File: config.mk
export PLATFORM = sky130hd
export DESIGN_NAME = pmc_top
export DESIGN_NICKNAME = d
export VERILOG_FILES = /design/src/logic/pmc_pkg.sv /design/src/logic/pmc_top.sv /design/src/logic/pmc_port_ctl.sv
export VERILOG_INCLUDE_DIRS = /design/src /design/src/logic
export SDC_FILE = /design/constraint.sdc
export NUM_CORES = 1
export LEC_CHECK = 0
export ABC_AREA = 1
export BUFFER_PORTS_ARGS = -buffer_cell sky130_fd_sc_hd__buf_2
export CORE_ASPECT_RATIO = 1.25
export CORE_MARGIN = 5
export CORE_UTILIZATION = 59
export DETAILED_ROUTE_END_ITERATION = 7
export GPL_TIMING_DRIVEN = 0
export PLACE_DENSITY = 0.85
export REMOVE_ABC_BUFFERS = 1
export SLEW_MARGIN = 20
export SYNTH_ARGS = -nofsm -noshare
export SYNTH_HDL_FRONTEND = slang
export SYNTH_SLANG_ARGS = --single-unit
File: constraint.sdc
create_clock -name clock_i -period 4.34 [get_ports clock_i]
set_clock_uncertainty 0.2 [all_clocks]
set_input_delay 0.651 -clock clock_i [delete_from_list [all_inputs] [get_ports clock_i]]
set_output_delay 0.651 -clock clock_i [all_outputs]
set_load 0.02 [all_outputs]
File: src/logic/pmc_defs.svh
// Constants of the per-port MAC control block: offsets, fields, resets, codes.
// Assumes inclusion by its bare name from the block's modules and the bench.
`ifndef PMC_DEFS_SVH
`define PMC_DEFS_SVH
// Direct CPU port addresses.
`define PMC_IDX_ADDR   3'h0
`define PMC_DATA_ADDR  3'h2
// Indirect bases: CPU index base plus twice the port, I2C base plus the port.
`define PMC_CPU_BASE   16'h0000
`define PMC_I2C_BASE   8'h00
// Reset value of each port control register: forwarding, all else clear.
`define PMC_CTL_RESET  8'hc0
// Field positions inside the port control register.
`define PMC_FC_OFF_BIT 0
`define PMC_HALF_BIT   1
`define PMC_TEN_BIT    2
`define PMC_MODE_LSB   3
`define PMC_ASYM_BIT   5
`define PMC_STP_LSB    6
// Link mode codes.
`define PMC_MODE_ANEG  2'h0
`define PMC_MODE_LIMIT 2'h1
`define PMC_MODE_DOWN  2'h2
`define PMC_MODE_UP    2'h3
// Spanning-tree state codes.
`define PMC_STP_BLOCK  2'h0
`define PMC_STP_LISTEN 2'h1
`define PMC_STP_LEARN  2'h2
`define PMC_STP_FWD    2'h3
`endif

File: src/logic/pmc_pkg.sv
// Types shared by the per-port MAC control block.
// Assumes the constants header is on the include path.
package pmc_pkg;
    // One port control register, most significant field first.
    typedef struct packed {
        logic [1:0] stp;       // Spanning-tree state.
        logic       asym;      // Receive-only pause handling.
        logic [1:0] mode;      // Link mode.
        logic       ten_mb;    // Set for 10 Mbps.
        logic       half;      // Set for half duplex.
        logic       fc_off;    // Set to turn flow control off.
    } pmc_cfg_t;
    // Per-port controls handed to the MAC, PHY poller and forwarding logic.
    typedef struct packed {
        logic link_up;      // Port treated as link up.
        logic phy_poll;     // Poller may talk to the PHY.
        logic aneg_run;     // Auto-negotiation machine runs.
        logic half_dup;     // Port runs half duplex.
        logic ten_mb;       // Port runs 10 Mbps.
        logic bp_en;        // Transmitter applies back pressure now.
        logic tx_pause_en;  // Transmitter sends a pause frame now.
        logic rx_pause_en;  // Receiver acts on pause frames.
        logic fwd_en;       // Received frames are forwarded.
        logic learn_en;     // Source addresses are learned.
    } pmc_stat_t;
endpackage

File: src/logic/pmc_top.sv
// Per-port MAC control for a multi-port switch: one control register per
// port, reached indirectly from the CPU port and directly from I2C.
// Assumes a single 50 MHz clock and inputs synchronous to it.
//
// Functional notes
// - Register at CPU base+2n, I2C base+n.
// - Bit0 clear means flow control on.
// - Half duplex flow control uses back pressure.
// - Full duplex sends and honours pause frames.
// - Pause counter counts while flow control on.
// - Off in half duplex: no pause, no jam.
// - Off in full duplex: pauses ignored, uncounted.
// - Bit1 set selects half duplex.
// - Bit2 set selects 10 Mbps.
// - Mode 00 runs hardware auto-negotiation.
// - Mode 01 uses register, still polls PHY.
// - Mode 10 forces down, no PHY talk.
// - Mode 11 forces up, no PHY talk.
// - Asymmetric bit: honour pauses, never send.
// - Blocking and listening drop, no learning.
// - Learning state drops but learns.
// - Forwarding state forwards and learns.
// - Data register at address 2 moves bytes.
`timescale 1ns/10ps
`include "pmc_defs.svh"
module pmc_top #(
    parameter int NPORTS = 5,     // Number of switch ports.
    parameter int CNT_W  = 16     // Width of each pause frame counter.
) (
    input  wire logic                            clock_i,
    input  wire logic                            sys_rst_i,
    // Direct CPU port.
    input  wire logic [2:0]                      cpu_addr_i,
    input  wire logic                            cpu_wr_i,
    input  wire logic                            cpu_rd_i,
    input  wire logic [15:0]                     cpu_wdata_i,
    output logic [7:0]                           cpu_rdata_o,
    output logic                                 cpu_rvalid_o,
    // I2C register port, already decoded to byte accesses.
    input  wire logic [7:0]                      i2c_addr_i,
    input  wire logic                            i2c_wr_i,
    input  wire logic                            i2c_rd_i,
    input  wire logic [7:0]                      i2c_wdata_i,
    output logic [7:0]                           i2c_rdata_o,
    output logic                                 i2c_rvalid_o,
    // Per-port MAC and PHY side.
    input  wire logic [NPORTS-1:0]               frame_idle_i,
    input  wire logic [NPORTS-1:0]               rx_pause_i,
    input  wire logic [NPORTS-1:0]               congest_i,
    input  wire logic [NPORTS-1:0]               phy_link_i,
    input  wire logic [NPORTS-1:0]               aneg_half_i,
    input  wire logic [NPORTS-1:0]               aneg_ten_i,
    output pmc_pkg::pmc_stat_t [NPORTS-1:0]      stat_o,
    output logic [NPORTS-1:0][CNT_W-1:0]         pause_cnt_o
);
    logic [15:0]               idx_reg;       // Indirect address, write only.
    logic [NPORTS-1:0][7:0]    ctl_reg;       // Port control registers.
    logic [NPORTS-1:0][7:0]    ctl_next;      // Their next values.
    logic [NPORTS-1:0]         cpu_hit;       // Index selects this port.
    logic [NPORTS-1:0]         i2c_hit;       // I2C address selects this port.
    logic [NPORTS-1:0]         cpu_wr_hit;    // CPU data write to this port.
    logic [NPORTS-1:0]         i2c_wr_hit;    // I2C write to this port.
    pmc_pkg::pmc_cfg_t [NPORTS-1:0] act_cfg;  // Settings in force per port.
    logic [7:0]                cpu_rd_sel;    // Byte the CPU would read.
    logic [7:0]                i2c_rd_sel;    // Byte I2C would read.
    logic [7:0]                cpu_rdata_reg; // Held CPU read data.
    logic [7:0]                i2c_rdata_reg; // Held I2C read data.
    logic                      cpu_rvalid_reg;
    logic                      i2c_rvalid_reg;

    // Bus strobes decoded once.
    wire       idx_wr   = cpu_wr_i && (cpu_addr_i == `PMC_IDX_ADDR);
    wire       data_wr  = cpu_wr_i && (cpu_addr_i == `PMC_DATA_ADDR);
    wire       data_rd  = cpu_rd_i && (cpu_addr_i == `PMC_DATA_ADDR);
    // Offset from the base; odd offsets belong to the second control
    // register, which is not in this block and so reads as zero.
    wire [15:0] idx_off = idx_reg - `PMC_CPU_BASE;
    wire [7:0]  i2c_off = i2c_addr_i - `PMC_I2C_BASE;

    // Index register. Writing it has no other effect.
    always_ff @(posedge clock_i) begin
        if (sys_rst_i) begin
            idx_reg <= 16'h0000;
        end else if (idx_wr) begin
            idx_reg <= cpu_wdata_i;
        end
    end

    // One control register and one settings engine per port.
    for (genvar g = 0; g < NPORTS; g++) begin : g_port
        // CPU reaches port g at twice g, I2C at g, both above their bases.
        assign cpu_hit[g]    = (idx_off == 16'(2 * g));
        assign i2c_hit[g]    = (i2c_off == 8'(g));
        assign cpu_wr_hit[g] = data_wr && cpu_hit[g];
        assign i2c_wr_hit[g] = i2c_wr_i && i2c_hit[g];
        // A CPU write wins over an I2C write to the same port in one cycle.
        assign ctl_next[g]   = cpu_wr_hit[g] ? cpu_wdata_i[7:0] :
                               i2c_wr_hit[g] ? i2c_wdata_i : ctl_reg[g];

        // Register storage with the documented reset value.
        always_ff @(posedge clock_i) begin
            if (sys_rst_i) begin
                ctl_reg[g] <= `PMC_CTL_RESET;
            end else begin
                ctl_reg[g] <= ctl_next[g];
            end
        end

        // The engine takes new settings only between frames.
        pmc_port_ctl #(
            .CNT_W        (CNT_W)
        ) u_port (
            .clock_i      (clock_i),
            .sys_rst_i    (sys_rst_i),
            .cfg_i        (pmc_pkg::pmc_cfg_t'(ctl_reg[g])),
            .frame_idle_i (frame_idle_i[g]),
            .rx_pause_i   (rx_pause_i[g]),
            .congest_i    (congest_i[g]),
            .phy_link_i   (phy_link_i[g]),
            .aneg_half_i  (aneg_half_i[g]),
            .aneg_ten_i   (aneg_ten_i[g]),
            .act_cfg_o    (act_cfg[g]),
            .stat_o       (stat_o[g]),
            .pause_cnt_o  (pause_cnt_o[g])
        );
    end

    // Read selection: an address that selects no port yields zero.
    always_comb begin
        cpu_rd_sel = 8'h00;
        i2c_rd_sel = 8'h00;
        for (int p = 0; p < NPORTS; p++) begin
            if (cpu_hit[p]) begin
                cpu_rd_sel = cpu_rd_sel | ctl_reg[p];
            end
            if (i2c_hit[p]) begin
                i2c_rd_sel = i2c_rd_sel | ctl_reg[p];
            end
        end
    end

    // Read data is captured one cycle after the strobe and held until the
    // next read, so a slow host may sample it late.
    always_ff @(posedge clock_i) begin
        if (sys_rst_i) begin
            cpu_rdata_reg  <= 8'h00;
            cpu_rvalid_reg <= 1'b0;
        end else begin
            cpu_rvalid_reg <= data_rd;
            if (data_rd) begin
                cpu_rdata_reg <= cpu_rd_sel;
            end
        end
    end

    // Same for the I2C side, which has no index stage.
    always_ff @(posedge clock_i) begin
        if (sys_rst_i) begin
            i2c_rdata_reg  <= 8'h00;
            i2c_rvalid_reg <= 1'b0;
        end else begin
            i2c_rvalid_reg <= i2c_rd_i;
            if (i2c_rd_i) begin
                i2c_rdata_reg <= i2c_rd_sel;
            end
        end
    end

    assign cpu_rdata_o  = cpu_rdata_reg;
    assign cpu_rvalid_o = cpu_rvalid_reg;
    assign i2c_rdata_o  = i2c_rdata_reg;
    assign i2c_rvalid_o = i2c_rvalid_reg;
endmodule // pmc_top

File: src/logic/pmc_port_ctl.sv
// One port's settings engine: adopts the register at frame boundaries,
// derives MAC, PHY and forwarding controls, counts pause frames received with flow control on.
// Assumes frame_idle_i is high between frames and all inputs are synchronous.
`timescale 1ns/10ps
`include "pmc_defs.svh"
module pmc_port_ctl #(
    parameter int CNT_W = 16
) (
    input  wire logic              clock_i,
    input  wire logic              sys_rst_i,
    input  wire pmc_pkg::pmc_cfg_t cfg_i,
    input  wire logic              frame_idle_i,
    input  wire logic              rx_pause_i,
    input  wire logic              congest_i,
    input  wire logic              phy_link_i,
    input  wire logic              aneg_half_i,
    input  wire logic              aneg_ten_i,
    output pmc_pkg::pmc_cfg_t      act_cfg_o,
    output pmc_pkg::pmc_stat_t     stat_o,
    output logic [CNT_W-1:0]       pause_cnt_o
);
    pmc_pkg::pmc_cfg_t  act_reg;     // Settings in force for the current frame.
    pmc_pkg::pmc_stat_t stat_reg;    // Registered controls.
    pmc_pkg::pmc_stat_t stat_next;   // Controls for the next cycle.
    logic [CNT_W-1:0]   cnt_reg;     // Received pause frame count.
    wire fc_on   = ~act_reg.fc_off;
    wire m_aneg  = (act_reg.mode == `PMC_MODE_ANEG);
    wire m_down  = (act_reg.mode == `PMC_MODE_DOWN);
    wire m_up    = (act_reg.mode == `PMC_MODE_UP);
    // Forced down wins; forced up ignores the PHY; otherwise the PHY decides.
    wire link    = m_up | (~m_down & phy_link_i);
    // Auto-negotiation supplies speed and duplex; other modes use the register.
    wire half    = m_aneg ? aneg_half_i : act_reg.half;
    wire ten     = m_aneg ? aneg_ten_i : act_reg.ten_mb;
    wire rx_hon  = fc_on & ~half & link;

    // Derive the controls; the stat register keeps data outputs on flops.
    always_comb begin
        stat_next.link_up     = link;
        stat_next.phy_poll    = ~m_down & ~m_up;
        stat_next.aneg_run    = m_aneg;
        stat_next.half_dup    = half;
        stat_next.ten_mb      = ten;
        // Back pressure only; a port with flow control off never jams.
        stat_next.bp_en       = fc_on & half & link & congest_i;
        // Asymmetric mode keeps honouring pause frames but never sends one.
        stat_next.tx_pause_en = rx_hon & ~act_reg.asym & congest_i;
        stat_next.rx_pause_en = rx_hon;
        stat_next.fwd_en      = (act_reg.stp == `PMC_STP_FWD);
        stat_next.learn_en    = act_reg.stp[1];
    end

    // Settings change only between frames, so no frame sees mixed settings.
    always_ff @(posedge clock_i) begin
        if (sys_rst_i) begin
            act_reg <= pmc_pkg::pmc_cfg_t'(`PMC_CTL_RESET);
        end else if (frame_idle_i) begin
            act_reg <= cfg_i;
        end
    end

    // Controls and pause counter; the counter wraps rather than saturates.
    always_ff @(posedge clock_i) begin
        if (sys_rst_i) begin
            stat_reg <= '0;
            cnt_reg  <= '0;
        end else begin
            stat_reg <= stat_next;
            if (rx_pause_i && fc_on) begin
                cnt_reg <= cnt_reg + 1'b1;
            end
        end
    end

    assign act_cfg_o   = act_reg;
    assign stat_o      = stat_reg;
    assign pause_cnt_o = cnt_reg;
endmodule // pmc_port_ctl

==> results.toml, run 1 <==
[yosys]
synth_top_area_cell = "dfxtp_1"
postSynthRegisterBits = 244
synth_top_family_by_area = "simple AND/OR/NAND/NOR gates"
yosys.area_share.xor_xnor_pct = 1.044
synth_cell_type_count = 38
yosysSeqAreaShare_pct = 44.78
yosysMostFrequentCell = "nand2_1"
post-synth-top-area-fraction_pct = 44.78
synth_compound_area_share_pct = 11.60
synth_common_cells = "312 x nand2_1, 280 x nor2_1, 244 x dfxtp_1"
async_flop_share_pct = 0
ys.flop_type = "dfxtp_1"
syn_avg_cell_area_um2 = 7.007
synth_area_mm2 = 0.01091
synth_edf_count = 0
syn_inst = 1557
synthMuxAreaShare_pct = 0.4588
ys_warn_count = 0
synth.area.top_cells = "dfxtp_1 45%, nand2_1 11%, nor2_1 9.6%"
synthSimpleGateAreaFrac_pct = 33.10
yosys.area_share.adder_pct = 0.5735

[sta]
setup_slack_ps = 1587
drv_slew = 0
post-route-period-util_pct = 63.42
tightest_slew_ps = 954.3
final.min_clock_period_ps = 2753
fin_tns_setup_ps = 0
hold_viol = 0
rsz0062_at_grt = "false"
finalSetupViolCount = 0
max_freq_mhz = 363.3
slew_headroom_pct = 36.23

[placement]
gp_congestion = 0.9731
port_buffers = 218
placed_cell_area_mm2 = 0.01206
dp_hpwl_um = 21620
pre_cts_ws_ps = 1428

[floorplan]
core_area_mm2 = 0.01817
die-width_um = 131.6
fp.dieH_um = 162.0
start_util_pct = 60.05
io_pins = 219
rows = 55
die_area_mm2 = 0.02133

[power]
peakVddDrop_v = 0.0003652
power.leakage_nw = 6.241
power_density_mw_per_mm2 = 379.1

[global_routing]
grt_max_degree = 98
use_met1_pct = 32.30
met2_usage_pct = 46.58
antenna_found_initial = 3
grt_usage_pct = 26.86
overflow = 0
grt_use_met3_pct = 4.461
grt_pass1_wl_um = 48070
first_global_vias = 10030
grt_busiest_layer = "met2"

[clock_network]
cts_setup_buffers = 0
cts_resized = 0
clk_latency_ps = 510
cts.sinks = 244
cts_buffers = 24
cts-root-buf = "clkbuf_16"
clk_path_buf_depth = 3
clk_pin_slew_ps = 60
hold_buffers = 0
htree_levels = 1
cts_tree = "built"

[worst_setup_path]
crit_chain = "nor2_1 > nand2_1 > nor2_4 > nand4_1 > inv_1 > nand2_1 > nand3_1 > nand2_1 > inv_1"
timing.rr.start = "idx_reg[12]"
startpoint_type = "flop"
critPathCaptureType = "flop"
worstSetupPathType = "flop to flop"
reg2reg_slack_ps = 1590
crit_start = "idx_reg[12]"
cp_data_arrival_time_ps = 3010
required_ps = 4600
crit_fanout = 43
reg2reg_depth = 9
critPathMostFrequentCell = "nand2_1"
critPathSlowestCell = "nor2_4"
r2r-end = "ctl_reg[35]"
cp_slowest_stage_delay_ps = 750

[cells_and_area]
fillCellCount = 1563
utilization_pct = 70.82
design_area_mm2 = 0.01287
largest_register_ffs = 80
final_nets = 1831
final_layout_size_suffix_gt1_share_pct = 17.09
syn_to_final_growth_pct = 17.94

[drt]
drtIter0Drc = 855
wl_per_cell_um = 15.07
post_drt_via_cell_ratio = 5.391
wl_um = 30210
ant_nets = 0
firstDrtPassIters = 6
vias = 10800
drc_errors = 0

[worst_hold_path]
hold_path_class = "input pin to flop"
hold_start = "aneg_ten_i[1]"
holdPathStages = 3
hold_end = "g_port[1].u_port.stat_o[5]"

[job]
drv_cap = 0

[status]
status = "completed"
area by class of cell:
cell class / instances / area, um^2 / share of cell area, %
Inverter: 176 / 665.6 / 5.174
Clock buffer: 38 / 744.5 / 5.786
Clock inverter: 6 / 55.05 / 0.4279
Sequential cell: 244 / 4885 / 37.97
Tap cell: 228 / 285.3 / 2.217
Timing Repair Buffer: 219 / 1121 / 8.713
Multi-Input combinational cell: 1090 / 5102 / 39.66
Antenna cell: 3 / 7.507 / 0.05835
stage by stage:
step / power, W / hold slack, ps / instances
final: 0.004878 / 158.8 / 2004
after global routing: 0.005060 / 165.2 / 2004
after CTS: 0.004905 / 140.9 / 2001
after detailed placement: 0.002835 / 196.0 / 1957
after global placement: 0.002828 / 195.4 / 1956
after floorplan: 0.002661 / 190.0 / 1510
critical path, delay by kind of cell, from the launching register on:
| kind | cells | cell delay [ps] |
|---|---|---|
| DFF | 1 | 310 |
| buffers and inverters | 2 | 400 |
| and+or+nand+nor | 7 | 1800 |
cell usage in the layout, fill, tap and decap left out, types with 6 or more instances in the layout:
cell type / netlist / routed
xor2_1: 8 / 8
buf_2: 9 / 217
nand3_1: 135 / 135
dfxtp_1: 244 / 244
inv_1: 164 / 163
o21ai_1: 13 / 13
nor2_1: 280 / 280
a21oi_1: 98 / 98
nand4_1: 32 / 32
clkbuf_16: 0 / 25
nor2_2: 8 / 8
o21ai_0: 123 / 123
nor3_1: 16 / 16
clkbuf_8: 1 / 7
nor3b_1: 8 / 8
nand2_1: 312 / 312
inv_2: 8 / 8
nor2_4: 10 / 10
clkbuf_1: 23 / 6
routing by layer:
metal / routed length, um / share of wire [%] / vias to the layer above
li1: - / - / 5414
met3: 2257 / 7.5 / 101
met5: 0 / 0 / -
met4: 1442 / 4.8 / 0
met1: 11860 / 39 / 4853
met2: 14650 / 48 / 435
report_power, final:
part	switching, W	internal, W	total [W]
clock network	0.000855	0.00123	0.00209
registers	0.0000412	0.00231	0.00235
logic	0.000305	0.000131	0.000436
total	0.00120	0.00368	0.00488
how the worst max path moves through the flow:
stage	end	slack [ps]
after CTS	ctl_reg[35]	1640
after detailed placement	g_port[0].u_port.stat_o[3]	1430
after global routing	ctl_reg[35]	1360
after floorplan	g_port[0].u_port.stat_o[3]	740
after global placement	g_port[2].u_port.stat_o[3]	-1630
final	ctl_reg[35]	1590
cell families (layout without fill, tap and decap cells):
family / after synthesis / after routing
adder cells (fa/ha/maj): 5 / 5
multiplexers: 5 / 5
buffers and inverters: 223 / 439
other: 0 / 3
flip-flops: 244 / 244
AO/OA/AOI/OAI: 246 / 246
XOR/XNOR: 13 / 13
AND/OR/NAND/NOR: 821 / 821
(Power assumes the default switching activity.)
==> run 2: changes to the inputs <==
--- a/config.mk
+++ b/config.mk
@@ -10,10 +10,10 @@
 export BUFFER_PORTS_ARGS = -buffer_cell sky130_fd_sc_hd__buf_2
 export CORE_ASPECT_RATIO = 1.25
 export CORE_MARGIN = 5
-export CORE_UTILIZATION = 59
+export CORE_UTILIZATION = 55
 export DETAILED_ROUTE_END_ITERATION = 7
 export GPL_TIMING_DRIVEN = 0
-export PLACE_DENSITY = 0.85
+export PLACE_DENSITY = 0.8
 export REMOVE_ABC_BUFFERS = 1
 export SLEW_MARGIN = 20
 export SYNTH_ARGS = -nofsm -noshare
==> constraint.sdc (replaced) <==
create_clock -name clock_i -period 2.8 [get_ports clock_i]
set_clock_uncertainty 0.2 [all_clocks]
set_input_delay 0.42 -clock clock_i [delete_from_list [all_inputs] [get_ports clock_i]]
set_output_delay 0.42 -clock clock_i [all_outputs]
set_load 0.02 [all_outputs]
==> run 2 against run 1 <==
Effect of this change: critical path depth stayed put; worst hold slack got worse by 140 ps; flip-flop and latch count is the same; die area increased by 6.8%; count of clock-buffer cells in the layout down 4; global-route usage shrank 1.3 points; sequential power rose by 55%; non-clock buffer count up 22; largest cell class unchanged; highest routed layer unchanged.
==> results.toml, run 2 (synthesis gave the netlist of run 1 again) <==
[status]
status = "completed"

[global_routing]
antenna_found_initial = 3
overflow = 0
grt_max_degree = 100
grt_pass1_wl_um = 47810
first_global_vias = 9924
grt_usage_pct = 25.59

[sta]
setup_slack_ps = 266.6
finalSetupViolCount = 0
final.min_clock_period_ps = 2533
tightest_slew_ps = 841.5
rsz0062_at_grt = "false"
slew_headroom_pct = 43.84
post-route-period-util_pct = 90.48
drv_slew = 0
max_freq_mhz = 394.7
hold_viol = 0

[power]
power.leakage_nw = 6.313
peakVddDrop_v = 0.0004694
power_density_mw_per_mm2 = 572.9

[placement]
pre_cts_ws_ps = 52.97
dp_hpwl_um = 21700
port_buffers = 218
gp_congestion = 0.9559
dp.cells = 1994

[drt]
drtIter0Drc = 755
wl_um = 30380
vias = 10820
firstDrtPassIters = 5
ant_nets = 0
post_drt_via_cell_ratio = 5.244
wl_per_cell_um = 14.73
drc_errors = 0

[worst_setup_path]
critPathCaptureType = "flop"
worstSetupPathType = "flop to flop"
startpoint_type = "flop"
crit_fanout = 22
required_ps = 3060
cp_data_arrival_time_ps = 2790

[clock_network]
clk_latency_ps = 520
cts_tree = "built"
cts.sinks = 244
cts-root-buf = "clkbuf_16"
clk_pin_slew_ps = 60
clk_path_buf_depth = 3
cts_resized = 0
htree_levels = 1
cts_buffers = 25
cts_setup_buffers = 0

[cells_and_area]
layout.cells.non_filler = 2063
layout_common_cells = "312 x nand2_1, 280 x nor2_1, 244 x dfxtp_1"
layout_commonest_cell = "nand2_1"
ff_latch_area_mm2 = 0.004885
final_nets = 1855
final_layout_size_suffix_gt1_share_pct = 16.88
utilization_pct = 67.33
fillCellCount = 1710
syn_to_final_growth_pct = 20.16
multiInputGateArea_mm2 = 0.005109
largest_register_ffs = 80

[floorplan]
die-width_um = 136.0
core_area_mm2 = 0.01947
start_util_pct = 56.03
die_area_mm2 = 0.02277
fp.dieH_um = 167.5
rows = 57
io_pins = 219

[worst_hold_path]
hold_path_class = "input pin to flop"

[job]
drv_cap = 0
==> run 2: cell types whose count changed in the layout (fill, tap and decap cells not counted), sizes merged <==
cell,delta
clkbuf,-4
clkinv,+1
clkinvlp,+1
dlygate4sd3,+22
inv,+1
nor2,+1
==> run 2: final timing paths <==
path              depth (start not counted)  slack, ps                          start                          to
hold / removal                            3         20                 aneg_half_i[3]  g_port[3].u_port.stat_o[6]
setup reg to reg                          9        270                     idx_reg[8]                 ctl_reg[36]
hold reg to reg                           1        210  g_port[1].u_port.act_cfg_o[0]  g_port[1].u_port.stat_o[2]
setup / recovery                          9        270                     idx_reg[8]                 ctl_reg[36]
==> run 2: critical path: stages, from the launching register on <==
cell and delay (ps):
dfxtp_1 310, nor2_1 110, nand2_1 190, nor2_4 560, nand4_1 520, inv_1 310
nand2_1 90, nand3_1 70, nand2_1 50, inv_1 60
==> run 2: per-stage QoR <==
| step | setup TNS [ps] | hold slack, ps | power (W) | cell area (um^2) |
|---|---|---|---|---|
| detailed placement | 0 | 200.7 | 0.004396 | 12110 |
| floorplan | -28200 | 190.0 | 0.004124 | 10650 |
| finish | 0 | 20.74 | 0.007510 | 13110 |
| global route | 0 | 34.93 | 0.007790 | 13110 |
| global placement | -433400 | 196.4 | 0.004388 | 12070 |
| CTS | 0 | 8.936 | 0.007553 | 13100 |
==> run 2: cell type report <==
type / count / area share (%)
Antenna cell: 3 / 0.05727
Clock buffer: 34 / 5.259
Clock inverter: 9 / 0.6109
Inverter: 176 / 5.078
Multi-Input combinational cell: 1091 / 38.97
Sequential cell: 244 / 37.26
Tap cell: 265 / 2.529
Timing Repair Buffer: 241 / 10.23
==> run 2: power breakdown <==
part | switching [W] | leakage (nW) | internal (W) | total, W
combinational | 0.000482 | 3.94 | 0.000223 | 0.000705
clock | 0.00134 | 0.379 | 0.00181 | 0.00315
sequential | 0.0000645 | 1.99 | 0.00359 | 0.00365
total | 0.00189 | 6.31 | 0.00562 | 0.00751
==> run 2: repair_timing <==
item                                    CTS  global route
hold buffers                             22             0
endpoints found under the hold margin    24             0
endpoints found under the setup margin    0            18
==> run 2: layer usage <==
| metal | wire [um] | share of wire [%] | global-route usage [%] |
|---|---|---|---|
| met4 | 1405 | 4.6 | 12.41 |
| met2 | 14840 | 49 | 43.96 |
| met1 | 12210 | 40 | 31.90 |
| met3 | 1932 | 6.4 | 2.671 |
| met5 | 0 | 0 | 0 |
